==> src/rtl/imc_pkg.sv <==
// shared constants and types of the two-wire bus master controller
package imc_pkg;
    localparam int CLK_NS = 4;
    // a bit is four quarters; quarter lengths for 100 kHz and 400 kHz
    localparam int QTR_STD_NS = 2500;
    localparam int QTR_FAST_NS = 625;
    localparam int QW = 10;
    localparam logic [QW-1:0] QTR_STD_CYC = QW'((QTR_STD_NS + CLK_NS - 1) / CLK_NS);
    localparam logic [QW-1:0] QTR_FAST_CYC = QW'((QTR_FAST_NS + CLK_NS - 1) / CLK_NS);
    // spikes shorter than this are ignored on both lines
    localparam int FILT_NS = 50;
    localparam int FILT_CYC = (FILT_NS + CLK_NS - 1) / CLK_NS;
    localparam int RX_FIFO_DEPTH = 8;

    typedef enum logic [2:0] {
        ST_IDLE = 3'h0,
        ST_START = 3'h1,
        ST_BYTE = 3'h2,
        ST_STOP = 3'h3,
        ST_HOLD = 3'h4
    } imc_state_type;

    typedef enum logic [1:0] {
        K_ADDR = 2'h0,
        K_CMD = 2'h1,
        K_WDATA = 2'h2,
        K_RDATA = 2'h3
    } imc_kind_type;

    typedef struct packed {
        logic write;
        logic read;
        logic keep_bus;
        logic fast;
        logic [7:0] target;
        logic [7:0] cmd;
        logic [7:0] count;
    } imc_req_type;

    typedef struct packed {
        logic busy;
        logic arb_lost;
        logic nack;
        logic write_done;
    } imc_stat_type;

    typedef struct packed {
        logic last;
        logic [7:0] data;
    } imc_rxb_type;
endpackage

==> src/rtl/imc_master.sv <==
// two-wire bus master controller: bit sequencer, status flags, read word assembly
`timescale 1ns/1ns
`default_nettype none
////////////////////////////////////////////////////////////////////////////////
module imc_master #(
    parameter int DATA_WIDTH = 8,
    parameter int FIFO_DEPTH = imc_pkg::RX_FIFO_DEPTH
) (
    // clock and reset
    input wire logic sys_clk,
    input wire logic reset_n,
    // bus lines
    input wire logic scl_in,
    input wire logic sda_in,
    output logic scl_out,
    output logic scl_oe,
    output logic sda_out,
    output logic sda_oe,
    // user control
    input wire logic soft_rst,
    input wire logic arb_clr,
    input wire imc_pkg::imc_req_type req,
    input wire logic [DATA_WIDTH-1:0] wr_data,
    // user status and read data
    output imc_pkg::imc_stat_type stat,
    output logic [DATA_WIDTH-1:0] rd_data,
    output logic rd_valid,
    input wire logic rd_taken
);
    import imc_pkg::*;
    localparam int NB = DATA_WIDTH / 8;
    localparam int BW = $clog2(NB + 1);
    localparam logic [BW-1:0] NB_W = BW'(NB);

    typedef struct packed {
        imc_state_type state;
        logic [1:0] phase;
        logic [3:0] bitn;
        logic [QW-1:0] qcnt;
        logic [QW-1:0] qlen;
        imc_kind_type kind;
        logic rd_dir;
        logic keep;
        logic [7:0] shreg;
        logic [7:0] left;
        logic [7:0] cmd;
        logic [7:0] addr;
        logic [DATA_WIDTH-1:0] wword;
        logic [BW-1:0] widx;
        logic need_load;
        logic scl_drv;
        logic sda_drv;
        logic line_busy;
        logic scl_d;
        logic sda_d;
        logic arb_lost;
        logic nack;
        logic wdone;
        logic push_v;
        logic push_last;
        logic [DATA_WIDTH-1:0] acc;
        logic [BW-1:0] acnt;
        logic acc_full;
        logic [DATA_WIDTH-1:0] rdat;
        logic rval;
    } imc_core_type;

    imc_core_type r;
    imc_core_type n;
    logic scl_f;
    logic sda_f;
    logic arb_set;
    logic take;
    logic load_w;
    logic fin;
    logic tx;
    logic tick;
    logic [DATA_WIDTH-1:0] src;
    logic fifo_in_ready;
    logic fo_valid;
    imc_rxb_type fi;
    imc_rxb_type fo;

    ////////////////////////////////////////////////////////////////////////////
    imc_filter u_scl_filt (
        .sys_clk(sys_clk),
        .reset_n(reset_n),
        .line_in(scl_in),
        .line_out(scl_f)
    );

    imc_filter u_sda_filt (
        .sys_clk(sys_clk),
        .reset_n(reset_n),
        .line_in(sda_in),
        .line_out(sda_f)
    );

    // received bytes queue here; when full, the bus clock is held low
    assign fi = '{last: r.push_last, data: r.shreg};

    imc_fifo #(
        .WIDTH($bits(imc_rxb_type)),
        .DEPTH(FIFO_DEPTH)
    ) u_rx_fifo (
        .sys_clk(sys_clk),
        .reset_n(reset_n),
        .in_valid(r.push_v),
        .in_data(fi),
        .in_ready(fifo_in_ready),
        .out_valid(fo_valid),
        .out_data(fo),
        .out_ready(!r.acc_full)
    );

    ////////////////////////////////////////////////////////////////////////////
    always_comb begin
        n = r;
        arb_set = 1'b0;
        take = 1'b0;
        load_w = 1'b0;
        fin = 1'b0;
        tx = (r.kind != K_RDATA);
        tick = (r.qcnt == '0);
        src = r.need_load ? wr_data : r.wword;
        n.wdone = 1'b0;
        n.scl_d = scl_f;
        n.sda_d = sda_f;
        if (!tick) begin
            n.qcnt = r.qcnt - 1'b1;
        end
        if (r.push_v && fifo_in_ready) begin
            n.push_v = 1'b0;
        end
        // START and STOP on the lines, whoever made them
        if (scl_f && r.scl_d && r.sda_d && !sda_f) begin
            n.line_busy = 1'b1;
        end
        if (scl_f && r.scl_d && !r.sda_d && sda_f) begin
            n.line_busy = 1'b0;
        end
        unique case (r.state)
            ST_IDLE: begin
                take = (req.write || req.read) && !r.line_busy;
            end
            ST_HOLD: begin
                take = req.write || req.read;
            end
            ST_START: begin
                if (r.phase == 2'h1 && !scl_f) begin
                    n.qcnt = r.qlen;
                end else if (tick) begin
                    n.qcnt = r.qlen;
                    n.phase = r.phase + 2'h1;
                    if (r.phase == 2'h0) begin
                        n.scl_drv = 1'b0;
                    end else if (r.phase == 2'h1) begin
                        // data already low here means another master owns the bus
                        arb_set = !sda_f;
                        n.sda_drv = 1'b1;
                    end else begin
                        n.scl_drv = 1'b1;
                        n.state = ST_BYTE;
                        n.phase = 2'h0;
                        n.bitn = 4'h0;
                        n.kind = K_ADDR;
                        n.shreg = {r.addr[7:1], r.rd_dir};
                    end
                end
            end
            ST_BYTE: begin
                unique case (r.phase)
                    2'h0: begin
                        // a pending byte the fifo cannot take stretches the low phase
                        if (tick && !r.push_v) begin
                            n.qcnt = r.qlen;
                            n.phase = 2'h1;
                            if (r.bitn != 4'h8) begin
                                n.sda_drv = tx && !r.shreg[7];
                            end else begin
                                n.sda_drv = !tx && (r.left != 8'h01);
                            end
                        end
                    end
                    2'h1: begin
                        if (tick) begin
                            n.qcnt = r.qlen;
                            n.phase = 2'h2;
                            n.scl_drv = 1'b0;
                        end
                    end
                    2'h2: begin
                        if (!scl_f) begin
                            n.qcnt = r.qlen;
                        end else if (tick) begin
                            n.qcnt = r.qlen;
                            n.phase = 2'h3;
                            if (r.bitn == 4'h8) begin
                                if (tx) begin
                                    n.nack = sda_f;
                                end
                            end else if (tx) begin
                                arb_set = !r.sda_drv && !sda_f;
                                n.shreg = {r.shreg[6:0], 1'b0};
                            end else begin
                                n.shreg = {r.shreg[6:0], sda_f};
                            end
                        end
                    end
                    2'h3: begin
                        if (tick) begin
                            n.qcnt = r.qlen;
                            n.phase = 2'h0;
                            n.scl_drv = 1'b1;
                            if (r.bitn != 4'h8) begin
                                n.bitn = r.bitn + 4'h1;
                                if (r.bitn == 4'h7 && !tx) begin
                                    n.push_v = 1'b1;
                                    n.push_last = (r.left == 8'h01);
                                end
                            end else begin
                                n.bitn = 4'h0;
                                unique case (r.kind)
                                    K_ADDR: begin
                                        if (r.nack || (r.rd_dir && r.left == 8'h00)) begin
                                            fin = 1'b1;
                                        end else if (r.rd_dir) begin
                                            n.kind = K_RDATA;
                                        end else begin
                                            n.kind = K_CMD;
                                            n.shreg = r.cmd;
                                        end
                                    end
                                    K_CMD: begin
                                        fin = r.nack || (r.left == 8'h00);
                                        load_w = !fin;
                                    end
                                    K_WDATA: begin
                                        n.left = r.left - 8'h01;
                                        n.wdone = (r.widx == NB_W) || (r.left == 8'h01);
                                        fin = r.nack || (r.left == 8'h01);
                                        load_w = !fin;
                                    end
                                    K_RDATA: begin
                                        n.left = r.left - 8'h01;
                                        fin = (r.left == 8'h01);
                                    end
                                endcase
                            end
                        end
                    end
                endcase
            end
            ST_STOP: begin
                if (r.phase == 2'h2 && !scl_f) begin
                    n.qcnt = r.qlen;
                end else if (tick) begin
                    n.qcnt = r.qlen;
                    n.phase = r.phase + 2'h1;
                    if (r.phase == 2'h0) begin
                        n.sda_drv = 1'b1;
                    end else if (r.phase == 2'h1) begin
                        n.scl_drv = 1'b0;
                    end else if (r.phase == 2'h2) begin
                        n.sda_drv = 1'b0;
                    end else begin
                        n.state = ST_IDLE;
                    end
                end
            end
            default: begin
                n.state = ST_IDLE;
            end
        endcase
        // payload words go out low byte first; a fresh word is fetched at the same edge that raises write done
        if (load_w) begin
            n.kind = K_WDATA;
            n.shreg = src[7:0];
            n.wword = src >> 8;
            n.widx = (r.need_load ? '0 : r.widx) + 1'b1;
            n.need_load = (n.widx == NB_W);
        end
        // a kept bus holds the clock low and resumes with a repeated START
        if (fin) begin
            if (r.keep && !r.nack) begin
                n.state = ST_HOLD;
                n.sda_drv = 1'b0;
            end else begin
                n.state = ST_STOP;
                n.phase = 2'h0;
            end
        end
        if (take) begin
            n.state = ST_START;
            n.phase = 2'h0;
            n.qlen = req.fast ? QTR_FAST_CYC : QTR_STD_CYC;
            n.qcnt = n.qlen;
            n.rd_dir = !req.write;
            n.keep = req.keep_bus;
            n.addr = req.target;
            n.cmd = req.cmd;
            n.left = req.count;
            n.wword = wr_data;
            n.widx = '0;
            n.need_load = 1'b0;
            n.nack = 1'b0;
        end
        if (arb_set) begin
            n.state = ST_IDLE;
            n.scl_drv = 1'b0;
            n.sda_drv = 1'b0;
        end
        // a loss in the clearing cycle still sets the flag
        n.arb_lost = arb_set || (r.arb_lost && !arb_clr);
        if (soft_rst) begin
            n.state = ST_IDLE;
            n.phase = 2'h0;
            n.scl_drv = 1'b0;
            n.sda_drv = 1'b0;
            n.line_busy = 1'b0;
            n.push_v = 1'b0;
        end
        // read word assembly: newest byte enters at the top, older ones shift down
        if (fo_valid && !r.acc_full) begin
            n.acc = DATA_WIDTH'({fo.data, r.acc} >> 8);
            n.acnt = r.acnt + 1'b1;
            n.acc_full = fo.last || (n.acnt == NB_W);
        end
        if (r.acc_full && (!r.rval || rd_taken)) begin
            n.rdat = r.acc;
            n.rval = 1'b1;
            n.acc_full = 1'b0;
            n.acnt = '0;
        end else if (rd_taken) begin
            n.rval = 1'b0;
        end
    end

    always_ff @(posedge sys_clk or negedge reset_n) begin
        if (!reset_n) begin
            r <= '0;
        end else begin
            r <= n;
        end
    end

    ////////////////////////////////////////////////////////////////////////////
    assign scl_out = 1'b0;
    assign sda_out = 1'b0;
    assign scl_oe = r.scl_drv;
    assign sda_oe = r.sda_drv;
    assign stat = '{busy: (r.state != ST_IDLE) || r.line_busy,
                    arb_lost: r.arb_lost,
                    nack: r.nack,
                    write_done: r.wdone};
    assign rd_data = r.rdat;
    assign rd_valid = r.rval;

    ////////////////////////////////////////////////////////////////////////////
    rate_sel_a: assert property (@(posedge sys_clk) disable iff (!reset_n)
        (r.state != ST_IDLE) |-> (r.qlen == QTR_STD_CYC || r.qlen == QTR_FAST_CYC))
        else $error("quarter length is neither bus rate");

    clock_stretch_a: assert property (@(posedge sys_clk) disable iff (!reset_n)
        (r.state == ST_BYTE && r.phase == 2'h2 && !scl_f && !soft_rst)
        |=> (r.phase == 2'h2 && r.qcnt == r.qlen && !scl_oe))
        else $error("high phase advanced while the clock was held low");

    arb_release_a: assert property (@(posedge sys_clk) disable iff (!reset_n)
        arb_set |=> (r.state == ST_IDLE && !scl_oe && !sda_oe && stat.arb_lost))
        else $error("lines not released after arbitration loss");

    header_byte_a: assert property (@(posedge sys_clk) disable iff (!reset_n)
        (r.state == ST_START && r.phase == 2'h2 && tick && !soft_rst && !arb_set)
        |=> (r.kind == K_ADDR && r.shreg == {r.addr[7:1], r.rd_dir}))
        else $error("header byte not address with direction bit");

    busy_flag_a: assert property (@(posedge sys_clk) disable iff (!reset_n)
        (r.state != ST_IDLE) |-> stat.busy)
        else $error("busy low during a transfer");

    arb_hold_a: assert property (@(posedge sys_clk) disable iff (!reset_n)
        (stat.arb_lost && !arb_clr) |=> stat.arb_lost)
        else $error("arbitration flag dropped without a clear");

    arb_clear_a: assert property (@(posedge sys_clk) disable iff (!reset_n)
        (arb_clr && !arb_set) |=> !stat.arb_lost)
        else $error("arbitration flag survived its clear");

    ack_status_a: assert property (@(posedge sys_clk) disable iff (!reset_n)
        (r.state == ST_BYTE && r.phase == 2'h2 && r.bitn == 4'h8 && tx && scl_f && tick
         && !take) |=> (stat.nack == $past(sda_f)))
        else $error("nack status does not match the sampled acknowledge");

    write_done_a: assert property (@(posedge sys_clk) disable iff (!reset_n)
        stat.write_done |-> ($past(r.kind) == K_WDATA) ##1 !stat.write_done)
        else $error("write done not a single pulse after a payload byte");

    read_hold_a: assert property (@(posedge sys_clk) disable iff (!reset_n)
        (rd_valid && !rd_taken) |=> (rd_valid && $stable(rd_data)))
        else $error("read data changed before it was taken");

    soft_reset_a: assert property (@(posedge sys_clk) disable iff (!reset_n)
        soft_rst |=> (r.state == ST_IDLE && !scl_oe && !sda_oe && !r.line_busy))
        else $error("soft reset did not idle the bus side");

    idle_release_a: assert property (@(posedge sys_clk) disable iff (!reset_n)
        (r.state == ST_IDLE) |-> (!scl_oe && !sda_oe && !scl_out && !sda_out))
        else $error("a line is driven while idle");
endmodule
`default_nettype wire

==> src/rtl/imc_filter.sv <==
// two-flop synchroniser and spike filter for one bus line
`timescale 1ns/1ns
`default_nettype none
module imc_filter #(
    parameter int CYC = imc_pkg::FILT_CYC
) (
    // clock and reset
    input wire logic sys_clk,
    input wire logic reset_n,
    // raw line and its filtered level
    input wire logic line_in,
    output logic line_out
);
    import imc_pkg::*;

    typedef struct packed {
        logic s1;
        logic s2;
        logic lvl;
        logic [7:0] cnt;
    } imc_filt_type;

    imc_filt_type r;
    imc_filt_type n;

    // a new level must hold for CYC cycles before it is believed
    always_comb begin
        n = r;
        n.s1 = line_in;
        n.s2 = r.s1;
        if (r.s2 == r.lvl) begin
            n.cnt = 8'h00;
        end else if (r.cnt == 8'(CYC - 1)) begin
            n.lvl = r.s2;
            n.cnt = 8'h00;
        end else begin
            n.cnt = r.cnt + 8'h01;
        end
    end

    // idle bus lines float high
    always_ff @(posedge sys_clk or negedge reset_n) begin
        if (!reset_n) begin
            r <= '{s1: 1'b1, s2: 1'b1, lvl: 1'b1, cnt: 8'h00};
        end else begin
            r <= n;
        end
    end

    assign line_out = r.lvl;
endmodule
`default_nettype wire

==> src/rtl/imc_fifo.sv <==
// small synchronous fifo with valid and ready on both sides
`timescale 1ns/1ns
`default_nettype none
module imc_fifo #(
    parameter int WIDTH = 9,
    parameter int DEPTH = imc_pkg::RX_FIFO_DEPTH
) (
    // clock and reset
    input wire logic sys_clk,
    input wire logic reset_n,
    // fill side
    input wire logic in_valid,
    input wire logic [WIDTH-1:0] in_data,
    output logic in_ready,
    // drain side
    output logic out_valid,
    output logic [WIDTH-1:0] out_data,
    input wire logic out_ready
);
    import imc_pkg::*;
    localparam int AW = (DEPTH > 1) ? $clog2(DEPTH) : 1;
    localparam logic [AW:0] FULL = (AW + 1)'(DEPTH);
    localparam logic [AW-1:0] LAST = AW'(DEPTH - 1);

    typedef struct packed {
        logic [DEPTH-1:0][WIDTH-1:0] mem;
        logic [AW-1:0] wp;
        logic [AW-1:0] rp;
        logic [AW:0] cnt;
    } imc_fifo_type;

    imc_fifo_type r;
    imc_fifo_type n;
    logic push;
    logic pop;

    assign in_ready = (r.cnt != FULL);
    assign out_valid = (r.cnt != '0);
    assign out_data = r.mem[r.rp];

    always_comb begin
        n = r;
        push = in_valid && in_ready;
        pop = out_valid && out_ready;
        if (push) begin
            n.mem[r.wp] = in_data;
            n.wp = (r.wp == LAST) ? '0 : r.wp + 1'b1;
        end
        if (pop) begin
            n.rp = (r.rp == LAST) ? '0 : r.rp + 1'b1;
        end
        n.cnt = r.cnt + {{AW{1'b0}}, push} - {{AW{1'b0}}, pop};
    end

    always_ff @(posedge sys_clk or negedge reset_n) begin
        if (!reset_n) begin
            r <= '0;
        end else begin
            r <= n;
        end
    end

    fifo_count_a: assert property (@(posedge sys_clk) disable iff (!reset_n)
        (push && !pop) |=> (r.cnt == $past(r.cnt) + 1'b1))
        else $error("fifo count did not rise on a lone push");

    fifo_bound_a: assert property (@(posedge sys_clk) disable iff (!reset_n)
        (r.cnt == FULL) |-> !in_ready ##1 (r.cnt <= FULL))
        else $error("fifo overfilled");
endmodule
`default_nettype wire

==> config.mk <==
export PLATFORM = sky130hd
export DESIGN_NAME = imc_master
export DESIGN_NICKNAME = d
export VERILOG_FILES = /design/src/rtl/imc_pkg.sv /design/src/rtl/imc_master.sv /design/src/rtl/imc_filter.sv /design/src/rtl/imc_fifo.sv
export SDC_FILE = /design/constraint.sdc
export NUM_CORES = 1
export LEC_CHECK = 0
export BUFFER_PORTS_ARGS = -buffer_cell sky130_fd_sc_hd__buf_4
export CELL_PAD_IN_SITES_DETAIL_PLACEMENT = 1
export CELL_PAD_IN_SITES_GLOBAL_PLACEMENT = 2
export CORE_MARGIN = 8
export CORE_UTILIZATION = 38
export CTS_BUF_LIST = sky130_fd_sc_hd__clkbuf_8
export DETAILED_ROUTE_END_ITERATION = 12
export GPL_TIMING_DRIVEN = 0
export PLACE_DENSITY = 0.79
export SLEW_MARGIN = 20
export SYNTH_ARGS = -nofsm -noshare
export SYNTH_HDL_FRONTEND = slang
export SYNTH_SLANG_ARGS = --single-unit
==> constraint.sdc <==
create_clock -name sys_clk -period 2.7 [get_ports sys_clk]
set_input_delay 0.27 -clock sys_clk [delete_from_list [all_inputs] [get_ports sys_clk]]
set_output_delay 0.27 -clock sys_clk [all_outputs]
set_load 0.01 [all_outputs]
==> results.md <==
STA:
- Once routing completed, OpenROAD measured the worst setup slack at 0.0269 ns.
- The number of max-slew violations in the final report is 0.
- Setup repair after global routing could not meet its margin everywhere.
- The number of hold-slack violations in the final timing report is 0.
- The clock period minus worst slack is 2.67 ns.
- For the final routed database, the setup TNS stands at 0 ns.
- Clock skew on the completed layout was measured at 0.0161 ns.
- The maximum clock frequency is 374 MHz.
- The worst slack on hold paths is 0.0744 ns.
- The final cycle utilization of the critical path is 0.990.
- The setup-violating endpoint count in the final report is 0.
- In this run the tightest slew margin relative to its limit is 0.304.
- At the pin with the least slew margin, the transition time is 1.03 ns.

Global route:
- The initial antenna violation count was 0.
- The total global routing track utilization is 0.186.
- The first global-routing pass estimated 52400 um of wire.
- The largest net degree at the start of global routing is 79.
- The global routing stage identified its most utilized layer as met2.
- The via count of the first global-routing pass is 9158.
- The aggregate global routing overflow is 0.
- The met3 demand-to-capacity share in global routing is 0.0332.
- The met1 track demand over resource is 0.251.
- The met2 routing resource usage after global routing is 0.306.

Min path:
- The worst min-delay path category is input port to register.

Drt:
- After detailed routing, the total wire length is 32200 um.
- In the routed design, unresolved DRC markers number 0.
- After detailed routing, the average wire length per cell comes to 20.0 um.
- Once detail routing completed, the nets flagged for antenna violations numbered 0.
- After the first detailed-routing iteration, the DRC count stood at 629.
- The average vias per placed instance is 5.44.
- Across all layers, the routed design uses 8751 vias.
- The number of iterations in the first detailed-routing pass is 5.

Layout:
- The fraction of final layout cells with drive strength greater than 1 is 0.258.
- The number of nets at the end of the flow is 1290.
- Leaving out fill and tap cells, the most frequent cells in the layout are sky130_fd_sc_hd__dfrtp_1 (190), sky130_fd_sc_hd__nand2_1 (152), sky130_fd_sc_hd__buf_4 (90).
- Leaving out fill and tap cells, the most frequent cell in the layout is sky130_fd_sc_hd__dfrtp_1.
- The number of antenna diodes in the final layout is 0.
- The non-filler instance count after layout is 1610.
- The post-synthesis to final-layout area growth is 19.6%.

Synth:
- The Yosys step of the flow raised 0 warnings.
- Counting flops with a built-in enable in the synthesized netlist gives 0.
- The combined area of all synthesized cells is 11000 um^2.
- The area share of the leading cell type in the synthesized netlist is 0.437.
- The synthesized netlist contains 83 unique library cells.
- The fraction of synthesis flops using an asynchronous set or reset pin is 1.00.
- Synthesis produced a netlist whose cell count is 1077.
- The share of the Yosys chip area taken by registers is 0.451.
- The post-synthesis cell type with the largest combined area is sky130_fd_sc_hd__dfrtp_1.
- Dividing the synthesized area by the synthesized cell count gives 10.3 um^2.
- The predominant post-synthesis flop cell is sky130_fd_sc_hd__dfrtp_1.
- Sorting the synthesized cells by area gives the leading types as sky130_fd_sc_hd__dfrtp_1 (44%), sky130_fd_sc_hd__mux2_2 (8.2%), sky130_fd_sc_hd__nand2_1 (5.2%).
- The number of synthesized register bits is 199.

Power:
- The static power due to leakage is 0.00587 uW.
- Power spread over the standard cell area amounts to 618 nW/um^2.
- The power after layout is 8160 uW.
- The worst supply voltage drop on vdd is 0.000291 V.

CTS:
- The CTS tree is built.
- The clock edge transition at the registers on the reported setup and hold paths is 0.11 ns.
- In this run the clock root is driven by a sky130_fd_sc_hd__clkbuf_8.
- The maximum clock path buffer count is 2.
- The later pin in the worst-skew pair is clocked with a latency of 0.48 ns.
- The H-tree generated during clock tree synthesis spans 4 levels.
- In this run, CTS created clock tree buffers numbering 17.
- The clock sink total is 199.

Setup path:
- For this design, the slowest cell found on the critical path is sky130_fd_sc_hd__or4b_4.
- The critical path in this run is classified as register to register.
- The largest stage delay on the critical path is 0.49 ns.
- Of all nets on the critical path, the largest fanout is 11.
- The critical path goes through inv_4 > ha_4 > or4b_4 > nor3_4 > inv_2 > buf_12 > buf_12 > ha_4 > and3_4 > a21oi_2 > o221ai_2 > o211a_1.
- The worst setup path is captured at a register.
- Data on the critical path is required at its endpoint by 3.08 ns.
- The worst endpoint data arrival time is 3.05 ns.
- The worst setup path is launched from a register.

Status:
- The flow ran to the end, and the final reports show no timing, DRC or antenna violations.

Die:
- The floorplan has 62 rows.
- The die is 187 um wide.
- The floorplan core area is 28700 um^2.
- The I/O pin count is 60.
- The height of the die is 187 um.
- The floorplan die area is 34800 um^2.
- The initial utilization of the core area, before any placement, comes to 0.385.

Placed design:
- The post-DP HPWL is 22700 um.
- The number of instances in the placed design is 1522.
- During placement, the flow inserted port buffers numbering 56.
- The global placer's final weighted congestion is 0.862.
- The setup slack after placement is -0.448 ns.

Run:
- Max-cap violations in this run came to 0.
-- synthesized netlist by cell type (6+ instances only) --
master	number
sky130_fd_sc_hd__a21oi_1	51
sky130_fd_sc_hd__mux2_4	8
sky130_fd_sc_hd__and2_1	8
sky130_fd_sc_hd__ha_1	33
sky130_fd_sc_hd__nand2_1	152
sky130_fd_sc_hd__mux4_2	18
sky130_fd_sc_hd__inv_1	36
sky130_fd_sc_hd__o211ai_1	13
sky130_fd_sc_hd__nand4_1	11
sky130_fd_sc_hd__a211oi_1	7
sky130_fd_sc_hd__buf_4	14
sky130_fd_sc_hd__buf_1	6
sky130_fd_sc_hd__o21ai_0	43
sky130_fd_sc_hd__dfstp_2	6
sky130_fd_sc_hd__nand4b_1	9
sky130_fd_sc_hd__o31ai_1	7
sky130_fd_sc_hd__nand2b_1	10
sky130_fd_sc_hd__o21ai_1	20
sky130_fd_sc_hd__mux2i_1	32
sky130_fd_sc_hd__buf_2	6
sky130_fd_sc_hd__xor2_1	17
sky130_fd_sc_hd__clkbuf_1	49
sky130_fd_sc_hd__or3_1	6
sky130_fd_sc_hd__xnor2_1	8
sky130_fd_sc_hd__a21o_1	8
sky130_fd_sc_hd__mux2_2	80
sky130_fd_sc_hd__or2_2	8
sky130_fd_sc_hd__a31oi_1	8
sky130_fd_sc_hd__dfrtp_1	193
sky130_fd_sc_hd__nor3_1	19
sky130_fd_sc_hd__nor2_1	60
sky130_fd_sc_hd__nand3_1	24
-- cell type report --
type	instances	area [um^2]
Fill cell	3216	15500
Tap cell	384	480
Timing Repair Buffer	120	1050
Clock buffer	18	248
Inverter	38	149
Clock inverter	14	161
Buffer	76	447
Multi-Input combinational cell	761	5680
Sequential cell	199	4990
-- metrics by stage --
| stage | area (um^2) | util |
|---|---|---|
| 6_report | 13200 | 0.460 |
| 5_1_grt | 13200 | 0.460 |
| 4_1_cts | 13000 | 0.452 |
| 3_5_place_dp | 12100 | 0.421 |
| 3_3_place_gp | 12000 | 0.417 |
| 2_1_floorplan | 11100 | - |
-- flip-flops by register name (all words and copies together), names as in the netlist --
register             flops
u_rx_fifo.r             82
r                       72
fi                       9
u_scl_filt.r             9
u_sda_filt.r             9
rd_data                  8
stat                     3
rd_valid                 1
scl_oe                   1
sda_oe                   1
u_scl_filt.line_out      1
u_scl_filt.n             1
u_sda_filt.line_out      1
u_sda_filt.n             1
-- cells by family (layout without fill, tap and decap cells) --
| kind of cell | Yosys count | after routing | synth area share |
|---|---|---|---|
| and+or+nand+nor | 350 | 350 | 0.156 |
| buffers and inverters | 118 | 266 | 0.0489 |
| adders and majority gates | 34 | 34 | 0.0392 |
| muxes | 140 | 140 | 0.160 |
| AOI/OAI and AO/OA | 210 | 210 | 0.125 |
| xor gates and xnor gates | 25 | 25 | 0.0198 |
| other | 1 | 2 | 0.000339 |
| DFF | 199 | 199 | 0.451 |
-- layer usage --
metal,part of all wire,vias to the layer above
met5,0,-
met1,0.46,4436
met4,0.015,0
met2,0.49,180
li1,-,4105
met3,0.040,30
-- worst paths after layout --
check,startpoint,to,slack [ns],depth (start not counted)
max,r[85],r[99],0.03,12
min,req[24],r[90],0.07,2
max reg2reg,r[85],r[99],0.03,12
min reg2reg,u_sda_filt.n[9],u_sda_filt.r[9],0.36,0
max in group asynchronous,reset_n,r[43],1.28,4
min in group asynchronous,reset_n,u_scl_filt.r[2],0.31,2
-- critical path: cells and delay by family, from the launching register on --
| kind | cells | cell delay (ns) |
|---|---|---|
| buf+inv | 4 | 0.45 |
| compound gates | 3 | 0.46 |
| flops | 1 | 0.44 |
| simple gates | 3 | 0.85 |
| fa+ha+maj | 2 | 0.36 |
-- timing repair --
| action | 4_1_cts | 5_1_grt |
|---|---|---|
| setup buffers | 6 | 15 |
| gates cloned | 0 | 1 |
| gates resized for setup | 22 | 34 |
| hold endpoints to repair | 100 | 0 |
| pin swaps | 4 | 8 |
| setup endpoints to repair | 85 | 57 |
| hold buffers | 38 | 0 |
-- report_power, final --
| group | leakage, uW | total, uW | switching [uW] | internal (uW) |
|---|---|---|---|---|
| sequential | 0.00255 | 3650 | 290 | 3360 |
| clock | 0.000210 | 1990 | 1190 | 800 |
| combinational | 0.00310 | 2510 | 1370 | 1150 |
| total | 0.00587 | 8160 | 2850 | 5310 |
Power figures use the tool's default switching activity.
